==> src/rtl/asp_cfg.svh <==
// constants of the asynchronous serial port: offsets, field positions, resets, timing
`ifndef ASP_CFG_SVH
`define ASP_CFG_SVH
// register offsets on the plain register port
`define ASP_OFF_CTRL 3'h0
`define ASP_OFF_XMIT 3'h1
`define ASP_OFF_RX 3'h2
`define ASP_OFF_FLAGS 3'h3
`define ASP_OFF_IRQ_ST 3'h4
`define ASP_OFF_IRQ_MASK 3'h5
// serial_ctrl_reg fields
`define ASP_C_XMIT_ON 0
`define ASP_C_RX_ON 1
`define ASP_C_XE_IRQ_ON 2
`define ASP_C_XD_IRQ_ON 3
`define ASP_C_RX_IRQ_ON 4
`define ASP_C_PFS_TX 5
`define ASP_C_PFS_RX 6
`define ASP_C_GP_OUT 7
// serial_flags_reg fields; the error flags sit under mask 38h
`define ASP_F_EMPTY 7
`define ASP_F_FULL 6
`define ASP_F_OVR 5
`define ASP_F_FER 4
`define ASP_F_END 2
`define ASP_ERR_MASK 8'h38
// interrupt status / mask fields
`define ASP_I_XE 0
`define ASP_I_XD 1
`define ASP_I_RF 2
`define ASP_I_RE 3
// reset values
`define ASP_CTRL_RST 8'h80
`define ASP_MASK_RST 4'h0
// timing: peripheral clock and line rate
`define ASP_CLK_HZ 20000000
`define ASP_BAUD 57600
`endif

==> src/rtl/asp_pkg.sv <==
// types of the asynchronous serial port
package asp_pkg;
	// register port request, one cycle per access
	typedef struct packed {
		logic wr;
		logic rd;
		logic [2:0] addr;
		logic [7:0] wdata;
	} asp_bus_t;
	typedef enum logic [0:0] {TX_IDLE, TX_SEND} asp_tx_t;
	typedef enum logic [1:0] {RX_IDLE, RX_START, RX_RECV} asp_rx_t;
	// whole state of the port
	typedef struct packed {
		logic [7:0] ctrl;
		logic [7:0] xmit;
		logic empty;
		logic empty_prev;
		asp_tx_t tx_st;
		logic [7:0] tx_sh;
		logic [15:0] tx_cnt;
		logic [3:0] tx_bit;
		logic tx_line;
		logic sync1;
		logic sync2;
		logic rx_prev;
		asp_rx_t rx_st;
		logic [7:0] rx_sh;
		logic [15:0] rx_cnt;
		logic [3:0] rx_bit;
		logic [7:0] rx_hold;
		logic full;
		logic ovr;
		logic fer;
		logic [3:0] irq_st;
		logic [3:0] irq_mask;
		logic [7:0] rdata;
	} asp_state_t;
endpackage

==> src/rtl/asp_serial_port.sv <==
// asynchronous serial port: 8N2 transmitter and receiver with register port and interrupts
//
// Design decisions made here: the register addresses and the address-and-strobe port.
`include "asp_cfg.svh"
module asp_serial_port #(
	parameter int CLK_HZ = `ASP_CLK_HZ,
	parameter int BAUD = `ASP_BAUD
) (
	input wire logic clk,
	input wire logic rstn,
	input asp_pkg::asp_bus_t bus,
	output logic [7:0] rdata,
	input wire logic rxd_pin,
	output logic txd_pin,
	output logic xmit_empty_irq,
	output logic xmit_done_irq,
	output logic rx_full_irq,
	output logic rx_error_irq,
	output logic irq
);
	// cycles per bit and half bit, rounded down from the clock and line rate
	// limitation: rounding down runs the line a little fast; centre sampling absorbs it
	localparam logic [15:0] BIT_CYC = 16'(CLK_HZ / BAUD);
	localparam logic [15:0] HALF_CYC = 16'(CLK_HZ / BAUD / 2);
	localparam logic [3:0] LAST_TX_BIT = 4'ha;
	localparam logic [3:0] LAST_RX_BIT = 4'h9;

	asp_pkg::asp_state_t s_reg; // registered state
	asp_pkg::asp_state_t s_next; // next state
	logic [7:0] flags; // serial_flags_reg view
	logic [3:0] req; // gated requests

	// true on the last cycle of a bit period of the given length
	function automatic logic period_end(input logic [15:0] cnt, input logic [15:0] len);
		period_end = (cnt == len - 16'h1);
	endfunction

	// status flags assembled for reads
	// transmit end is derived, never stored, so it cannot disagree with the shifter
	always_comb
	begin
		flags = 8'h00;
		flags[`ASP_F_EMPTY] = s_reg.empty;
		flags[`ASP_F_FULL] = s_reg.full;
		flags[`ASP_F_OVR] = s_reg.ovr;
		flags[`ASP_F_FER] = s_reg.fer;
		flags[`ASP_F_END] = s_reg.empty && (s_reg.tx_st == asp_pkg::TX_IDLE);
	end

	// requests: sticky status, per-request enable mask and the control enables
	// each request needs all three, so software may silence it at either level
	always_comb
	begin
		req[`ASP_I_XE] = s_reg.irq_st[`ASP_I_XE] && s_reg.ctrl[`ASP_C_XE_IRQ_ON];
		req[`ASP_I_XD] = s_reg.irq_st[`ASP_I_XD] && s_reg.ctrl[`ASP_C_XD_IRQ_ON];
		req[`ASP_I_RF] = s_reg.irq_st[`ASP_I_RF] && s_reg.ctrl[`ASP_C_RX_IRQ_ON];
		req[`ASP_I_RE] = s_reg.irq_st[`ASP_I_RE] && s_reg.ctrl[`ASP_C_RX_IRQ_ON];
		req = req & s_reg.irq_mask;
	end

	assign xmit_empty_irq = req[`ASP_I_XE];
	assign xmit_done_irq = req[`ASP_I_XD];
	assign rx_full_irq = req[`ASP_I_RF];
	assign rx_error_irq = req[`ASP_I_RE];
	assign irq = |req;
	assign rdata = s_reg.rdata;
	// pin select picks the serial line or the general-purpose level
	assign txd_pin = s_reg.ctrl[`ASP_C_PFS_TX] ? s_reg.tx_line : s_reg.ctrl[`ASP_C_GP_OUT];

	// next-state logic for bus, transmitter, receiver and interrupts
	always_comb
	begin
		logic [3:0] ev; // events of this cycle
		logic line; // receive line as seen by the receiver
		logic xe_lvl; // holding register may take a byte
		ev = 4'h0;
		line = 1'b1;
		xe_lvl = 1'b0;
		s_next = s_reg;
		// read data stand for one cycle only
		s_next.rdata = 8'h00;
		if (bus.rd)
		begin
			case (bus.addr)
				`ASP_OFF_CTRL: s_next.rdata = s_reg.ctrl;
				`ASP_OFF_XMIT: s_next.rdata = s_reg.xmit;
				`ASP_OFF_RX: s_next.rdata = s_reg.rx_hold;
				`ASP_OFF_FLAGS: s_next.rdata = flags;
				`ASP_OFF_IRQ_ST: s_next.rdata = {4'h0, s_reg.irq_st};
				`ASP_OFF_IRQ_MASK: s_next.rdata = {4'h0, s_reg.irq_mask};
				default: s_next.rdata = 8'h00;
			endcase
			// reading the received byte frees the holding register
			if (bus.addr == `ASP_OFF_RX)
				s_next.full = 1'b0;
		end
		// register writes; hardware events below override clears
		if (bus.wr)
		begin
			case (bus.addr)
				`ASP_OFF_CTRL: s_next.ctrl = bus.wdata;
				`ASP_OFF_XMIT:
				begin
					s_next.xmit = bus.wdata;
					s_next.empty = 1'b0;
				end
				`ASP_OFF_FLAGS:
				begin
					// error flags clear by writing zero to them
					s_next.ovr = s_reg.ovr && bus.wdata[`ASP_F_OVR];
					s_next.fer = s_reg.fer && bus.wdata[`ASP_F_FER];
				end
				`ASP_OFF_IRQ_ST: s_next.irq_st = s_reg.irq_st & ~bus.wdata[3:0];
				`ASP_OFF_IRQ_MASK: s_next.irq_mask = bus.wdata[3:0];
				default: ;
			endcase
		end

		// transmitter
		// a new write never shortens a frame: the holding register waits for idle
		case (s_reg.tx_st)
			asp_pkg::TX_IDLE:
			begin
				s_next.tx_line = 1'b1;
				if (s_reg.ctrl[`ASP_C_XMIT_ON] && !s_reg.empty)
				begin
					s_next.tx_sh = s_reg.xmit;
					s_next.empty = 1'b1;
					s_next.tx_st = asp_pkg::TX_SEND;
					s_next.tx_line = 1'b0;
					s_next.tx_cnt = 16'h0;
					s_next.tx_bit = 4'h0;
				end
			end
			asp_pkg::TX_SEND:
			begin
				s_next.tx_cnt = s_reg.tx_cnt + 16'h1;
				if (!s_reg.ctrl[`ASP_C_XMIT_ON])
				begin
					// transmission disabled mid-frame: abandon and idle high
					s_next.tx_st = asp_pkg::TX_IDLE;
					s_next.tx_line = 1'b1;
				end
				else if (period_end(s_reg.tx_cnt, BIT_CYC))
				begin
					s_next.tx_cnt = 16'h0;
					s_next.tx_bit = s_reg.tx_bit + 4'h1;
					if (s_reg.tx_bit < 4'h8)
					begin
						// data go out lsb first
						s_next.tx_line = s_reg.tx_sh[0];
						s_next.tx_sh = {1'b0, s_reg.tx_sh[7:1]};
					end
					else if (s_reg.tx_bit < LAST_TX_BIT)
						s_next.tx_line = 1'b1;
					else
					begin
						s_next.tx_st = asp_pkg::TX_IDLE;
						s_next.tx_line = 1'b1;
						// end of the last character when nothing waits; a byte written
						// in this very cycle goes out next, so it is not the end yet
						if (s_next.empty)
							ev[`ASP_I_XD] = 1'b1;
					end
				end
			end
			default: s_next.tx_st = asp_pkg::TX_IDLE;
		endcase
		// holding register free while transmission is on
		xe_lvl = s_reg.ctrl[`ASP_C_XMIT_ON] && s_reg.empty;
		s_next.empty_prev = xe_lvl;
		if (xe_lvl && !s_reg.empty_prev)
			ev[`ASP_I_XE] = 1'b1;

		// receiver input: two-flop synchroniser, idle high when pin not routed
		s_next.sync1 = rxd_pin;
		s_next.sync2 = s_reg.sync1;
		line = s_reg.ctrl[`ASP_C_PFS_RX] ? s_reg.sync2 : 1'b1;
		s_next.rx_prev = line;
		// only the second stop bit is judged; the first one just spaces the frame
		case (s_reg.rx_st)
			asp_pkg::RX_IDLE:
			begin
				if (s_reg.ctrl[`ASP_C_RX_ON] && s_reg.rx_prev && !line)
				begin
					s_next.rx_st = asp_pkg::RX_START;
					s_next.rx_cnt = 16'h0;
				end
			end
			asp_pkg::RX_START:
			begin
				s_next.rx_cnt = s_reg.rx_cnt + 16'h1;
				if (!s_reg.ctrl[`ASP_C_RX_ON])
					s_next.rx_st = asp_pkg::RX_IDLE;
				else if (period_end(s_reg.rx_cnt, HALF_CYC))
				begin
					// a start bit gone high at its centre was a glitch
					s_next.rx_st = line ? asp_pkg::RX_IDLE : asp_pkg::RX_RECV;
					s_next.rx_cnt = 16'h0;
					s_next.rx_bit = 4'h0;
				end
			end
			asp_pkg::RX_RECV:
			begin
				s_next.rx_cnt = s_reg.rx_cnt + 16'h1;
				if (!s_reg.ctrl[`ASP_C_RX_ON])
					s_next.rx_st = asp_pkg::RX_IDLE;
				else if (period_end(s_reg.rx_cnt, BIT_CYC))
				begin
					s_next.rx_cnt = 16'h0;
					s_next.rx_bit = s_reg.rx_bit + 4'h1;
					if (s_reg.rx_bit < 4'h8)
						s_next.rx_sh = {line, s_reg.rx_sh[7:1]};
					else if (s_reg.rx_bit == LAST_RX_BIT)
					begin
						s_next.rx_st = asp_pkg::RX_IDLE;
						if (s_reg.full)
						begin
							// previous byte unread: keep it, flag overrun
							s_next.ovr = 1'b1;
							ev[`ASP_I_RE] = 1'b1;
						end
						else if (!line)
						begin
							s_next.fer = 1'b1;
							ev[`ASP_I_RE] = 1'b1;
						end
						else
						begin
							s_next.rx_hold = s_reg.rx_sh;
							s_next.full = 1'b1;
							ev[`ASP_I_RF] = 1'b1;
						end
					end
				end
			end
			default: s_next.rx_st = asp_pkg::RX_IDLE;
		endcase
		// sticky status: a new event wins over a clear in the same cycle
		s_next.irq_st = s_next.irq_st | ev;
	end

	// state register
	always_ff @(posedge clk or negedge rstn)
	begin
		if (!rstn)
		begin
			// line, synchroniser and edge history start idle high: no false start on release
			s_reg <= '0;
			s_reg.ctrl <= `ASP_CTRL_RST;
			s_reg.empty <= 1'b1;
			s_reg.tx_line <= 1'b1;
			s_reg.sync1 <= 1'b1;
			s_reg.sync2 <= 1'b1;
			s_reg.rx_prev <= 1'b1;
			s_reg.irq_mask <= `ASP_MASK_RST;
		end
		else
			s_reg <= s_next;
	end
endmodule // asp_serial_port

==> config.mk <==
export PLATFORM = sky130hd
export DESIGN_NAME = asp_serial_port
export DESIGN_NICKNAME = d
export VERILOG_FILES = /design/src/rtl/asp_pkg.sv /design/src/rtl/asp_serial_port.sv
export VERILOG_INCLUDE_DIRS = /design/src /design/src/rtl
export SDC_FILE = /design/constraint.sdc
export NUM_CORES = 1
export LEC_CHECK = 0
export CORE_ASPECT_RATIO = 0.5
export CORE_MARGIN = 2
export CORE_UTILIZATION = 40
export DETAILED_ROUTE_END_ITERATION = 12
export DONT_BUFFER_PORTS = 1
export SYNTH_ARGS = -nofsm -noshare
export SYNTH_HDL_FRONTEND = slang
export SYNTH_SLANG_ARGS = --single-unit
==> constraint.sdc <==
create_clock -name clk -period 6.05 [get_ports clk]
set_clock_uncertainty 0.15 [all_clocks]
set_input_delay 0 -clock clk [delete_from_list [all_inputs] [get_ports clk]]
set_output_delay 0 -clock clk [all_outputs]
set_load 0.01 [all_outputs]
### Word level (Yosys, flattened, before mapping)

Cells that the tools add are included.

* flip-flop bits (word level): 108
* logic and storage cells: 156

* add/subtract/negate cells: 4
* magnitude comparators: 3
* eq/ne operators: 25
* multiplexer cells: 64
* bitwise gates (word level): 7
* reductions and logical operators: 30

Operator list (number)
* $mux 30: 2
* $pmux 30 s2: 1
* $pmux 16 s3: 1
* $pmux 8 s6: 1
* $mux 41: 1
* $mux 20: 2
* $add 16x1->16 const B: 2
* $eq 16x9->1 const B: 2
* $mux 31: 1
* $mux 28: 1
* $mux 1: 27
* $mux 2: 13
* $mux 8: 3
* $mux 11: 2
* $mux 9: 2
* $eq 16x8->1 const B: 1
* $mux 16: 1
* $logic_and 1x1->1: 12
* $lt 4x4->1 const B: 3
* $ne 3x3->1 const B: 4
* $mux 10: 1
* $ne 2x2->1 const B: 5
* $reduce_and 5->1: 2
* $add 4x1->4 const B: 2
* other kinds (26): 41

### Logic depth before layout (Yosys ltp)

* depth in word-level cells: 11
* depth in mapped cells: 9
* depth with buffers taken out: 7

### Worst setup path before layout

No wires, ideal clock.

* path type: flip-flop to flip-flop
* start point: register s_reg[43] (netlist name)
* end point: register s_reg[30] (netlist name)
* setup time: 124 ps
* data arrival time: 2277 ps
* setup slack: 3499 ps
* cell stages (with the launch flop): 7
* path buffers: 1
* clock period less this slack: 2551 ps
* cell sequence: dfrtp_1 -> or4_4 -> buf_6 -> or4_4 -> o2bb2ai_2 -> or2_1 -> a211o_1

* word-level cells in the longest chain between the ends: 3

RTL lines
* from (decl): line asp_serial_port.sv:28 `asp_pkg::asp_state_t s_reg;`
* from (signal assigned): line asp_serial_port.sv:259 `s_reg <= s_next;`
* $eq 16x9->1 / $eq 16x8->1 (equally long branches): line asp_serial_port.sv:35 `period_end = (cnt == len - 16'h1);`
* $ne 2x2->1 (no line)
* $reduce_and 5->1 (no line) *

Every way passes the cells marked *; elsewhere a longest branch is shown, timed or not.
A chain may end at the register's enable or synchronous reset.

### Worst setup path in the final report

* start point: register s_reg[55] (netlist name)
* end point: register s_reg[42] (netlist name)

* word-level cells in the longest chain between the ends: 3

RTL lines
* $eq 2x2->1, or another cell as far along: line asp_serial_port.sv:181 `case (s_reg.rx_st)`
* $reduce_bool 3->1 (no line) / $ne 2x2->1 (equally long branches)
* $reduce_and 2->1 (no line)

Several ways; a longest one is shown, not always the timed one.

==> results.ini <==
[detailed_routing]
drtPass1Iterations = 5
remaining_drc_errors = 0
routedWlPerCell_um = 16.5
detailroute.via_count = 3950
wirelength_um = 11900
drt_iter0_markers = 280
viasPerCell = 5.47
detail-route-antenna-nets = 0

[floorplan]
die-area_mm2 = 0.0149
floorplan.core_area_mm2 = 0.0136
fp.dieH_um = 87.4
ios = 30
floorplan.die.width_um = 171
initial_core_util_pct = 41.0
placementRows = 30

[place]
numPlacedInstances = 687
place_congestion = 0.802
placement.io_buffers = 0
place_worst_setup_slack_ns = 3.37
dp_hpwl_um = 8000

[critical_path]
required_ns = 6.16
critPathLaunchType = flop
critical_path.most_common_cell = a21oi_1
crit_path_max_fanout = 15
crit_chain = inv_1 > ha_1 > mux2i_1 > buf_4 > a21oi_1 > a21oi_1 > a31oi_1
critical_path_buf_inv_count = 2
setup.worst_path.class = reg -> reg
crit_family = compound AO/OA/AOI/OAI gates
timing.critical_path.arrival_ns = 2.81
timing.critical_path.slowest_stage_cell = a21oi_1
critical_path.max_stage_delay_ns = 0.89
end_kind = flop

[yosys]
post_synth_main_area_contributors = dfrtp_1, mux2_2, nand2_1
postSynthNetCount = 550
number_of_flops_mapped_to_enable_cells_by_yosys = 0
ys.flop_type = dfrtp_1
netlist-cell-type-count = 61
asyncSetResetFlopFracSynth_pct = 100
synth.avg_cell_area_um2 = 10.7
total_of_flip_flops_plus_latches_after_synthesis = 108
ys.warnings.count = 0
combined_area_of_all_synthesized_cells_mm2 = 0.00557
synth_cells = 521
sequential_cell_area_fraction_in_the_yosys_report_pct = 48.7
synth_top_cell_by_area = dfrtp_1
synth.top_cell.area_share_pct = 45.8

[cells_and_area]
finalNonFillerCells = 722
syn_to_final_growth_pct = 11.8
count_of_inserted_antenna_diode_cells = 0
post_route_cells_drive_above_1_share_pct = 16.4
largest_register_ffs = 95
num-nets-final = 554
fillers = 1263

[timing]
final_min_period_over_clock_period_pct = 44.5
fmax_mhz = 371
timing.final.setup_violations = 0
totalNegativeSetupSlack_ns = 0
layout_setup_ws_ns = 3.36
timing_hold_violations_final = 0
fin_crit_ns = 2.69
timing_worst_slew_pin_value_ns = 1.15
drv_slew = 0
slew-limit-headroom_pct = 23.1
unrepaired_setup_endpoints_after_global_routing = false

[cts]
clock_path_buffers = 2
post_cts_hold_buffer_count = 19
clock-root-buffer = clkbuf_16
clock_sinks = 108
cts.reportedPaths.clkPinSlew_ns = 0.07
clock_insertion_delay_worst_skew_ns = 0.35
cts_buffers = 9
post_cts_resized = 0
post-cts-setup-buffer-count = 0
h-tree-depth = 3
cts_tree = built

[global_routing]
wire_length_of_the_first_global_routing_pass_um = 19800
grt.total_usage_pct = 17.0
global_route.overflow_total = 0
grt_max_degree = 109
first_global_vias = 3887
initial_antenna_violation_count = 0

[pwr]
ir_worst_vdd_v = 0.000174
pwr_dens_mw_per_mm2 = 338
cell_leakage_power_nw = 2.73

[run_status]
result_of_the_run = completed

[hold_path]
hp-class = in -> reg

[job]
cap_violations = 0

## synth_stat cells, drive strengths merged (4+ instances only)
cell type and instances:
o22ai 10, buf 14, nand3 21, nand4 10
a31oi 15, o21ai 23, dfstp 6, inv 17
and2 10, nor2 18, clkbuf 15, or4 4
nand2 51, nor4 5, nand2b 10, a41oi 4
nor3 10, a21oi 21, and3 11, dfrtp 102
a21o 5, mux2i 18, a22o 15, ha 13
mux2 48
## worst min-delay path, stage by stage
cell	delay, ns
mux2i_1	0.07
nor2_1	0.09
a21oi_1	0.05
o22ai_1	0.14
and2_1	0.14
## metrics by stage
| step | hold WS, ns | utilization [%] | area [µm²] | total power [mW] |
|---|---|---|---|---|
| after floorplan | -0.446 | - | 5570 | 1.32 |
| after global placement | -0.441 | 41.9 | 5690 | 1.43 |
| after detailed placement | -0.441 | 41.9 | 5690 | 1.44 |
| after CTS | 0.0107 | 45.8 | 6220 | 2.12 |
| after global routing | 0.0316 | 45.8 | 6220 | 2.24 |
| final | 0.0126 | 45.8 | 6220 | 2.10 |
## metal layers
layer | wire [µm] | track usage [%] | vias to the layer above
met1 | 5550 | 21.5 | 1957
li1 | - | - | 1925
met4 | 234 | 6.09 | 0
met5 | 0 | 0 | -
met2 | 5760 | 29.0 | 51
met3 | 339 | 3.86 | 17
## power breakdown
part           total (mW)  leakage (nW)  switching [mW]  internal, mW
combinational       0.547          1.14           0.320         0.227
sequential          0.910          1.43          0.0867         0.823
clock               0.645         0.160           0.259         0.387
total                2.10          2.73           0.665          1.44
## final cells by class
class / count / area [µm²] / share of cell area (%)
clock inverter: 3 / 68.8 / 1.11
inverter: 17 / 63.8 / 1.03
clock buffer: 13 / 260 / 4.18
multi-input combinational: 367 / 2650 / 42.6
tap: 192 / 240 / 3.86
sequential: 108 / 2710 / 43.5
timing repair buffer: 22 / 230 / 3.70
## cell families after synthesis
logic type               synth area share (%)
XOR/XNOR                                0.157
multiplexers                             13.3
AO/OA/AOI/OAI                            13.6
AND/OR/NAND/NOR                          17.5
adder cells (fa/ha/maj)                  2.92
buffers and inverters                    3.82
flip-flops                               48.7
## worst paths after layout
path,startpoint,endpoint,slack [ns],cells after the start
setup / recovery,s_reg[55]$_DFFE_PN0P_,s_reg[42]$_DFFE_PN0P_,3.36,7
hold / removal,bus[10],rdata[3]$_DFF_PN0_,0.01,5
setup reg to reg,s_reg[55]$_DFFE_PN0P_,s_reg[42]$_DFFE_PN0P_,3.36,7
hold reg to reg,s_next[58]$_DFF_PN1_,s_reg[58]$_DFF_PN1_,0.21,0
max in group asynchronous,rstn,s_next[58]$_DFF_PN1_,5.21,2
min in group asynchronous,rstn,s_reg[75]$_DFFE_PN0P_,0.09,2
## layout by cell type (no fill, tap or decap), types with 15 or more instances in the layout
cell type      count
dfrtp_1          102
nand2_1           51
mux2_2            48
o21ai_0           23
nand3_1           21
a21oi_1           21
mux2i_1           18
dlygate4sd3_1     18
inv_1             17
nor2_1            17
a22o_1            15
a31oi_1           15
Note: power is estimated with default switching activity, not from simulation.
